## config.mk

```make
export PLATFORM = sky130hd
export DESIGN_NAME = qdsl_serial_port
export DESIGN_NICKNAME = d
export VERILOG_FILES = /design/src/qdsl_chan_store.v /design/src/qdsl_serial_port.v
export VERILOG_INCLUDE_DIRS = /design/src
export SDC_FILE = /design/constraint.sdc
export NUM_CORES = 1
export LEC_CHECK = 0
export ABC_AREA = 1
export BUFFER_PORTS_ARGS = -buffer_cell sky130_fd_sc_hd__buf_2
export CORE_AREA = 2 2 133 135
export DETAILED_ROUTE_END_ITERATION = 16
export DIE_AREA = 0 0 135 137
export PLACE_DENSITY = 0.73
export SKIP_LAST_GASP = 1
export SLEW_MARGIN = 20
export SYNTH_ARGS = -nofsm -noshare
export SYNTH_HDL_FRONTEND = slang
export SYNTH_SLANG_ARGS = --single-unit
```

## constraint.sdc

```tcl
create_clock -name ref_clk -period 5.59 [get_ports ref_clk]
set_input_delay 0.2795 -clock ref_clk [delete_from_list [all_inputs] [get_ports ref_clk]]
set_output_delay 0.2795 -clock ref_clk [all_outputs]
set_load 0.05 [all_outputs]
```

## src/qdsl_consts.vh

```
// Constants for the quad converter serial load port
`ifndef QDSL_CONSTS_VH
`define QDSL_CONSTS_VH

// Frame geometry
`define QDSL_FRAME_BITS 6'd32
`define QDSL_CNT_W 6
`define QDSL_CHANNELS 4
`define QDSL_CODE_W 16

// Command word fields
`define QDSL_CMD_HI 27
`define QDSL_CMD_LO 24
`define QDSL_ADDR_HI 23
`define QDSL_ADDR_LO 20
`define QDSL_DATA_HI 19
`define QDSL_DATA_LO 4

// Command codes
`define QDSL_CMD_WRITE 4'h0
`define QDSL_CMD_UPDATE 4'h1
`define QDSL_CMD_WRITE_UPD_ALL 4'h2
`define QDSL_CMD_WRITE_UPD 4'h3
`define QDSL_CMD_CLR_SEL 4'h5
`define QDSL_CMD_LOAD_MASK 4'h6

// Channel address meaning every channel
`define QDSL_ADDR_ALL 4'hf

// Clear code select values, low two data bits
`define QDSL_CLRSEL_ZERO 2'h0
`define QDSL_CLRSEL_MID 2'h1
`define QDSL_CLRSEL_FULL 2'h2

// Output codes
`define QDSL_CODE_ZERO 16'h0000
`define QDSL_CODE_MID 16'h8000
`define QDSL_CODE_FULL 16'hffff

// Reset values
`define QDSL_RST_CLEAR_CODE 16'h0000
`define QDSL_RST_LOAD_MASK 4'hf
`define QDSL_RST_PINS 6'h3f

// Cycles after reset release before the level select pin is trusted
`define QDSL_POR_WAIT 2'h2

`endif

```

## src/qdsl_chan_store.v

```verilog
// Input register store for the converter channels
`timescale 1ns/10ps
module qdsl_chan_store #(
	parameter NUM = 4,
	parameter W = 16
)(
	input wire clk,
	input wire rst,
	input wire [NUM-1:0] wrMask,
	input wire [W-1:0] wrData,
	output wire [NUM*W-1:0] words
);

reg [W-1:0] word_r [0:NUM-1];

genvar gi;
generate
	for (gi = 0; gi < NUM; gi = gi + 1)
	begin : g_word
		always @(posedge clk)
		begin
			if (rst)
				word_r[gi] <= {W{1'b0}};
			else if (wrMask[gi])
				word_r[gi] <= wrData;
		end
		assign words[gi*W +: W] = word_r[gi];
	end
endgenerate

endmodule

```

## src/qdsl_serial_port.v

```verilog
// Serial load port, input and converter registers of a quad converter
//
// Summary of operation
// - Load strobe low moves pending input registers into selected converter registers.
// - Frame sync falling edge arms the shift register for a new frame.
// - Capture one data bit on each of the next 32 serial clock falls.
// - Frame sync rising before the 32nd fall aborts and discards the write.
// - After power-up outputs go to zero or midscale per level select pin.
// - Serial output changes on rising clock edges, sampled on following falls.
// - Serial output presents shift register contents for chaining and readback.
// - Clear low loads the chosen code into all input and converter registers.
// - Clear code is zero until a command selects another.
// - Input path is a 32-bit shift register clocked on serial clock falls.
`timescale 1ns/10ps
`include "qdsl_consts.vh"
module qdsl_serial_port (
	input wire ref_clk,
	input wire rst,
	input wire frameSyncN,
	input wire serialClk,
	input wire serialIn,
	input wire load_strobe_n,
	input wire clear_n,
	input wire porLevelSel,
	output reg serial_out,
	output reg [`QDSL_CHANNELS*`QDSL_CODE_W-1:0] dacCodes_r
);

localparam ST_IDLE = 1'b0;
localparam ST_SHIFT = 1'b1;
localparam NCH = `QDSL_CHANNELS;
localparam CW = `QDSL_CODE_W;

// -----------------------------------------------------------------
// Channel address decode
// -----------------------------------------------------------------
function [NCH-1:0] chanMask;
	input [3:0] addr;
	begin
		if (addr == `QDSL_ADDR_ALL)
			chanMask = {NCH{1'b1}};
		else if (addr < NCH)
			chanMask = {{(NCH-1){1'b0}}, 1'b1} << addr[1:0];
		else
			chanMask = {NCH{1'b0}};
	end
endfunction

// -----------------------------------------------------------------
// Pin synchronisers and edge detection
// -----------------------------------------------------------------
reg [5:0] pinMeta_r;
reg [5:0] pinSync_r;
reg sclkPrev_r;
reg fsPrev_r;

always @(posedge ref_clk)
begin
	if (rst)
	begin
		pinMeta_r <= `QDSL_RST_PINS;
		pinSync_r <= `QDSL_RST_PINS;
		sclkPrev_r <= 1'b1;
		fsPrev_r <= 1'b1;
	end
	else
	begin
		pinMeta_r <= {porLevelSel, clear_n, load_strobe_n, serialIn, serialClk, frameSyncN};
		pinSync_r <= pinMeta_r;
		sclkPrev_r <= pinSync_r[1];
		fsPrev_r <= pinSync_r[0];
	end
end

wire fsS = pinSync_r[0];
wire sclkS = pinSync_r[1];
wire dinS = pinSync_r[2];
wire ldS = pinSync_r[3];
wire clrS = pinSync_r[4];
wire porS = pinSync_r[5];
wire fsFall = fsPrev_r & ~fsS;
wire fsRise = ~fsPrev_r & fsS;
wire sclkFall = sclkPrev_r & ~sclkS;
wire sclkRise = ~sclkPrev_r & sclkS;

// -----------------------------------------------------------------
// Frame state
// -----------------------------------------------------------------
reg state_r;
reg state_nxt;
reg [31:0] shift_r;
reg [31:0] shift_nxt;
reg [`QDSL_CNT_W-1:0] cnt_r;
reg [`QDSL_CNT_W-1:0] cnt_nxt;
reg serialOut_nxt;
reg exec;

always @*
begin
	state_nxt = state_r;
	shift_nxt = shift_r;
	cnt_nxt = cnt_r;
	serialOut_nxt = serial_out;
	exec = 1'b0;
	case (state_r)
		ST_IDLE:
		begin
			if (fsFall)
			begin
				state_nxt = ST_SHIFT;
				cnt_nxt = {`QDSL_CNT_W{1'b0}};
			end
		end
		ST_SHIFT:
		begin
			if (sclkFall)
			begin
				shift_nxt = {shift_r[30:0], dinS};
				if (cnt_r != `QDSL_FRAME_BITS)
					cnt_nxt = cnt_r + 6'd1;
			end
			if (sclkRise)
				serialOut_nxt = shift_r[31];
			if (fsRise)
			begin
				state_nxt = ST_IDLE;
				exec = (cnt_nxt == `QDSL_FRAME_BITS);
			end
		end
		default:
			state_nxt = ST_IDLE;
	endcase
end

// -----------------------------------------------------------------
// Register update control
// -----------------------------------------------------------------
wire [NCH*CW-1:0] words;
reg [NCH-1:0] dirty_r;
reg [NCH-1:0] dirty_nxt;
reg [NCH-1:0] loadMask_r;
reg [NCH-1:0] loadMask_nxt;
reg [CW-1:0] clearCode_r;
reg [CW-1:0] clearCode_nxt;
reg [1:0] porWait_r;
reg [NCH-1:0] storeMask;
reg [CW-1:0] storeData;
reg [NCH-1:0] directMask;
reg [NCH-1:0] updMask;
reg [NCH-1:0] setMask;

wire [3:0] cmd = shift_nxt[`QDSL_CMD_HI:`QDSL_CMD_LO];
wire [NCH-1:0] amask = chanMask(shift_nxt[`QDSL_ADDR_HI:`QDSL_ADDR_LO]);
wire [CW-1:0] fdata = shift_nxt[`QDSL_DATA_HI:`QDSL_DATA_LO];

always @*
begin
	storeMask = {NCH{1'b0}};
	storeData = fdata;
	directMask = {NCH{1'b0}};
	updMask = {NCH{1'b0}};
	setMask = {NCH{1'b0}};
	loadMask_nxt = loadMask_r;
	clearCode_nxt = clearCode_r;
	if (!clrS)
	begin
		storeMask = {NCH{1'b1}};
		storeData = clearCode_r;
		directMask = {NCH{1'b1}};
		updMask = {NCH{1'b1}};
	end
	else if (porWait_r == `QDSL_POR_WAIT)
	begin
		storeMask = {NCH{1'b1}};
		storeData = porS ? `QDSL_CODE_MID : `QDSL_CODE_ZERO;
		directMask = {NCH{1'b1}};
		updMask = {NCH{1'b1}};
	end
	else
	begin
		if (!ldS)
			updMask = dirty_r & loadMask_r;
		if (exec)
		begin
			case (cmd)
				`QDSL_CMD_WRITE:
				begin
					storeMask = amask;
					setMask = amask;
				end
				`QDSL_CMD_UPDATE:
					updMask = updMask | amask;
				`QDSL_CMD_WRITE_UPD_ALL:
				begin
					storeMask = amask;
					directMask = amask;
					updMask = {NCH{1'b1}};
				end
				`QDSL_CMD_WRITE_UPD:
				begin
					storeMask = amask;
					directMask = amask;
					updMask = updMask | amask;
				end
				`QDSL_CMD_CLR_SEL:
				begin
					case (fdata[1:0])
						`QDSL_CLRSEL_MID: clearCode_nxt = `QDSL_CODE_MID;
						`QDSL_CLRSEL_FULL: clearCode_nxt = `QDSL_CODE_FULL;
						default: clearCode_nxt = `QDSL_CODE_ZERO;
					endcase
				end
				`QDSL_CMD_LOAD_MASK:
					loadMask_nxt = fdata[NCH-1:0];
				default:
					storeMask = {NCH{1'b0}};
			endcase
		end
	end
	// A new write wins over a same-cycle transfer of the old word
	dirty_nxt = (dirty_r & ~updMask) | setMask;
end

qdsl_chan_store #(
	.NUM(NCH),
	.W(CW)
) u_store (
	.clk(ref_clk),
	.rst(rst),
	.wrMask(storeMask),
	.wrData(storeData),
	.words(words)
);

always @(posedge ref_clk)
begin
	if (rst)
	begin
		state_r <= ST_IDLE;
		shift_r <= 32'h00000000;
		cnt_r <= {`QDSL_CNT_W{1'b0}};
		serial_out <= 1'b0;
		dirty_r <= {NCH{1'b0}};
		loadMask_r <= `QDSL_RST_LOAD_MASK;
		clearCode_r <= `QDSL_RST_CLEAR_CODE;
		porWait_r <= 2'h0;
	end
	else
	begin
		state_r <= state_nxt;
		shift_r <= shift_nxt;
		cnt_r <= cnt_nxt;
		serial_out <= serialOut_nxt;
		dirty_r <= dirty_nxt;
		loadMask_r <= loadMask_nxt;
		clearCode_r <= clearCode_nxt;
		if (porWait_r != 2'h3)
			porWait_r <= porWait_r + 2'h1;
	end
end

// -----------------------------------------------------------------
// Converter registers
// -----------------------------------------------------------------
genvar gi;
generate
	for (gi = 0; gi < NCH; gi = gi + 1)
	begin : g_dac
		always @(posedge ref_clk)
		begin
			if (rst)
				dacCodes_r[gi*CW +: CW] <= `QDSL_CODE_ZERO;
			else if (directMask[gi])
				dacCodes_r[gi*CW +: CW] <= storeData;
			else if (updMask[gi])
				dacCodes_r[gi*CW +: CW] <= words[gi*CW +: CW];
		end
	end
endgenerate

endmodule

```

# Word-level counts from Yosys, hierarchy flattened

Memory sizes are Yosys's and may differ from the RTL's.
Index checks and enable logic that the tools add are counted.
Widths: inputs -> output; s select.

Register bits after elaboration: 144
Memory bits (writable): 64
Memories kept: 1

Memories:

| memory         | words | bits a word | rd ports | clocked after Yosys merged registers in | write ports | line                 | source |
|---|---|---|---|---|---|---|---|
| u_store.word_r | 4     | 16          | 4        | 0                                       | 4           | qdsl_chan_store.v:14 | `reg [W-1:0] word_r [0:NUM-1];` |

Add/sub/neg operators: 2
Order comparisons: 1
Equal/unequal tests: 13
Shifts and indexed selects: 1
Mux-type cells: 63
Bitwise gates (word level): 19
Reductions and logical operators: 12

Operator list:

| cell                | count |
|---|---|
| $mux 16             | 15 |
| $mux 4              | 20 |
| $mux 28             | 2 |
| $pmux 16 s2         | 1 |
| $mux 6              | 4 |
| $mux 1              | 18 |
| $pmux 6 s2          | 1 |
| $and 4x4->4         | 2 |
| $eq 4x2->1 const B  | 2 |
| $eq 4x3->1 const B  | 2 |
| $or 4x4->4          | 2 |
| $pmux 4 s2          | 1 |
| $reduce_and 4->1    | 2 |
| $reduce_bool 2->1   | 4 |
| $add 6x1->6 const B | 1 |
| $eq 6x6->1 const B  | 1 |
| $ne 6x6->1 const B  | 1 |
| $not 1->1           | 6 |
| $and 1x1->1         | 4 |
| $eq 2x2->1 const B  | 2 |
| $eq 4x1->1 const B  | 1 |
| $eq 4x4->1 const B  | 1 |
| $logic_not 4->1     | 1 |
| $lt 4x3->1 const B  | 1 |
| 10 further kinds    | 16 |

# Logic depth before layout (Yosys ltp)

Word-level depth: 15
Gate-level depth with buffers: 19
Mapped depth without buffers: 16

# By module

Synthesis repeated with hierarchy kept, for this count alone.

Cell total of the unflattened synthesis: 1,125
Area total of the unflattened synthesis: 9,103.7 µm²

Modules (own cells, without submodules):

| module           | instances | cells an instance | area each (µm²) | seq. area each (µm²) |
|---|---|---|---|---|
| qdsl_serial_port | 1         | 968               | 6,721.4         | 2,602.5 |
| qdsl_chan_store  | 1         | 157               | 2,382.3         | 1,921.8 |

# Least setup slack after synthesis

No wires, ideal clock.

Kind: reg-to-reg
Start point: reg cnt_r[0]
End point: mem u_store.word_r[0][0] (enable)
Arrival time: 1.956 ns
Path slack: 3.259 ns
Cell stages (with the launch flop): 12
Buffers on the path: 0
Clock period less this slack: 2.331 ns
Cells stage by stage: dfxtp_1 > inv_1 > ha_1 > nand2_1 > o21ai_0 > nor2_1 > nand2_1 > nor2_2 > nand3_4 > nor3_2 > nand2_1 > nand3_1

RTL lines:

| what                   | line                   | source |
|---|---|---|
| from (decl)            | qdsl_serial_port.v:93  | `` reg [`QDSL_CNT_W-1:0] cnt_r; `` |
| from (signal assigned) | qdsl_serial_port.v:241 | `` cnt_r <= {`QDSL_CNT_W{1'b0}}; `` |
| from (signal assigned) | qdsl_serial_port.v:252 | `cnt_r <= cnt_nxt;` |
| to (decl)              | qdsl_chan_store.v:14   |  |

==> out/results.txt <==
outcome: complete, no violations
Area contributors post-synth: dfxtp_1 28%, edfxtp_1 21%, nand2_1 11%
post-synthesis async set-or-reset flop share: 0%
critical path class: reg -> reg
post-synth top area cell: dfxtp_1
number of antenna violations at the first check in global routing: 0
Clk Latency, worst-skew pair: 0.44 ns
total vias in the final route: 7753
CTS tree: yes
CP startpoint kind: flop
post-synthesis cell count: 1184
Setup Skew: 0.0135 ns
Avg Cell Area, Syn: 7.81 um^2
Detail Placement HPWL: 14.9 mm
Critical Path Slowest Stage Cell: dfxtp_1
PD cells: 376 nW/um^2
Arrival @ worst endpoint: 3.34 ns
max-cap viol count: 0
Final setup viols: 0
max incr delay on CP: 0.66 ns
CP startpoint: state_r
Max rail drop VDD: 0.245 mV
Reg-to-Reg Start: state_r
met2 Resource Use GR: 39.3%
most frequent cell after synthesis: nand2_1
vias in the first global route: 7166
Final #Nets: 1251
GR Layer Usage met1: 33.8%
Post-synth top cells: 265 x nand2_1, 171 x nand3_1, 149 x inv_1, 130 x dfxtp_1, 123 x nor2_1
top_reg_cell synth: dfxtp_1
global routing met3 resource utilization: 6.67%
Wirelength per Cell: 15.6 um
total CTS buffers: 17
total power: 3880 uW
CP endpoint kind: flop
Post-synth EDFFs: 64
CP Buf/Inv Count: 1
total track usage: 25.7%
# resized after CTS: 0
Max transition margin: 46.8%
Netlist cell types: 41
Die Height: 137 um
synthesis-to-finish area growth: 11.5%
sequential fraction of the synthesis area: 48.9%
share of cells above drive strength 1: 14.8%
Max clock buf depth: 2
fin crit period: 3.27 ns
DR DRC count: 0
syn nets: 1197
H-tree levels: 4
Syn Std Cell Area: 9240 um^2
Worst-path clk slew: 0.07 ns
largest net degree at the start of global routing: 61
I/O Buffers: 72
cell repeated most along the worst path: nand2_1
first-pass GRT wire length: 36.3 mm
Synth top area share: 28.2%
Post-CTS Setup Inserts: 0
CP Depth: 8
Die X: 135 um
Crit Path Max Fanout: 35
Tcrit/Tclk final: 58.5%
Fill cells: 1580
vias per cell: 5.25
Post-CTS Hold Fix Bufs: 0
CTS root buf: clkbuf_16
IO Count: 73
Worst Hold Class: in -> reg
final hold violations: 0
YS warnings: 0
r2r worst-path depth: 8
GRT Max-Usage Layer: met2
Hold Path Stages: 2
drt total wl: 23.0 mm
antenna viol nets, final: 0
leak pwr: 0.00499 uW
highest clock rate: 0.306 GHz
setup_tns: 0 ns
Clock Sinks: 194
CP Data Required Time: 5.66 ns
row cnt: 48
Synth Register Bits: 194
full die area: 18500 um^2
unrepaired setup endpoints after global routing: no
critical-path cell list: nand3_4 -> inv_4 -> nand2_1 -> o21ai_1 -> nor2_1 -> nor3_2 -> nand2_1 -> nand3_1
Initial Utilization: 54.2%
First-pass DRT Iterations: 5
RD Place Congestion: 0.904
hold_sp: frameSyncN
core box area: 17100 um^2
Least-Margin Pin Slew: 0.796 ns
total grt overflow: 0
Initial DRC Count: 734
Top delay family on crit path: simple AND/OR/NAND/NOR gates
Final Max Tran Viols: 0
==> kinds of logic after synthesis <==
| kind of cell | after synthesis | synth area share [%] |
|---|---|---|
| simple gates | 652 | 32.8 |
| buf+inv | 242 | 11.5 |
| flops | 194 | 48.9 |
| compound gates | 80 | 4.90 |
| mux | 11 | 1.19 |
| fa+ha+maj | 5 | 0.677 |
==> placed cells by master (no fill, tap or decap), types with 29 or more instances in the layout <==
master and instances:
nor2_1 123, o21ai_0 34, edfxtp_1 64, dfxtp_1 130
a21oi_1 29, nand2_1 265, buf_2 72, inv_1 149
nand3_1 171, clkinv_1 29, nand3b_1 32
==> path summary, 6_finish.rpt <==
| path | slack, ns | endpoint |
|---|---|---|
| max reg2reg | 2.32 | u_store.word_r[2][14] |
| max | 2.32 | u_store.word_r[2][14] |
| min reg2reg | 0.41 | pinSync_r[5] |
| min | 0.02 | pinMeta_r[0] |
==> registers in the layout (all words and copies together), names as in the netlist, 2 cells and up <==
signal          flops
pinMeta_r           6
cnt_r               6
dacCodes_r         64
clearCode_r         2
loadMask_r          4
u_store.word_r     64
dirty_r             4
shift_r            32
porWait_r           2
pinSync_r           6
==> stage by stage <==
step / instances / area, um^2 / hold slack [ns] / utilization [%] / setup slack [ns]
finish: 1477 / 10300 / 0.0215 / 60.4 / 2.32
global route: 1476 / 10300 / 0.0118 / 60.4 / 1.99
CTS: 1476 / 10300 / 0.00912 / 60.4 / 2.31
detailed placement: 1444 / 9680 / 0.394 / 56.8 / 2.33
global placement: 1444 / 9680 / 0.391 / 56.8 / 2.39
floorplan: 1184 / 9240 / 0.383 / - / 3.26
==> report_power, final <==
group / switching (uW) / internal, uW / leakage, uW
clock: 520 / 786 / 0.000301
combinational: 669 / 235 / 0.00294
sequential: 63.8 / 1600 / 0.00175
==> cell type report <==
type	instances	area [um^2]	area share [%]
diodes	1	2.50	0.0243
clock buffers	19	433	4.20
clock inverters	13	189	1.83
inverters	184	696	6.75
multi-input cells	748	3660	35.5
flip-flops and latches	194	4520	43.9
well taps	225	282	2.73
repair buffers	93	518	5.03
==> per-layer routing <==
layer  part of all wire, %  wire (um)  vias to the layer above
li1                      -          -                     3854
met2                    45      10300                      300
met4                   3.9        889                        0
met3                   8.5       1960                       70
met1                    43       9910                     3529
met5                     0          0                        -
(Power assumes the default switching activity.)
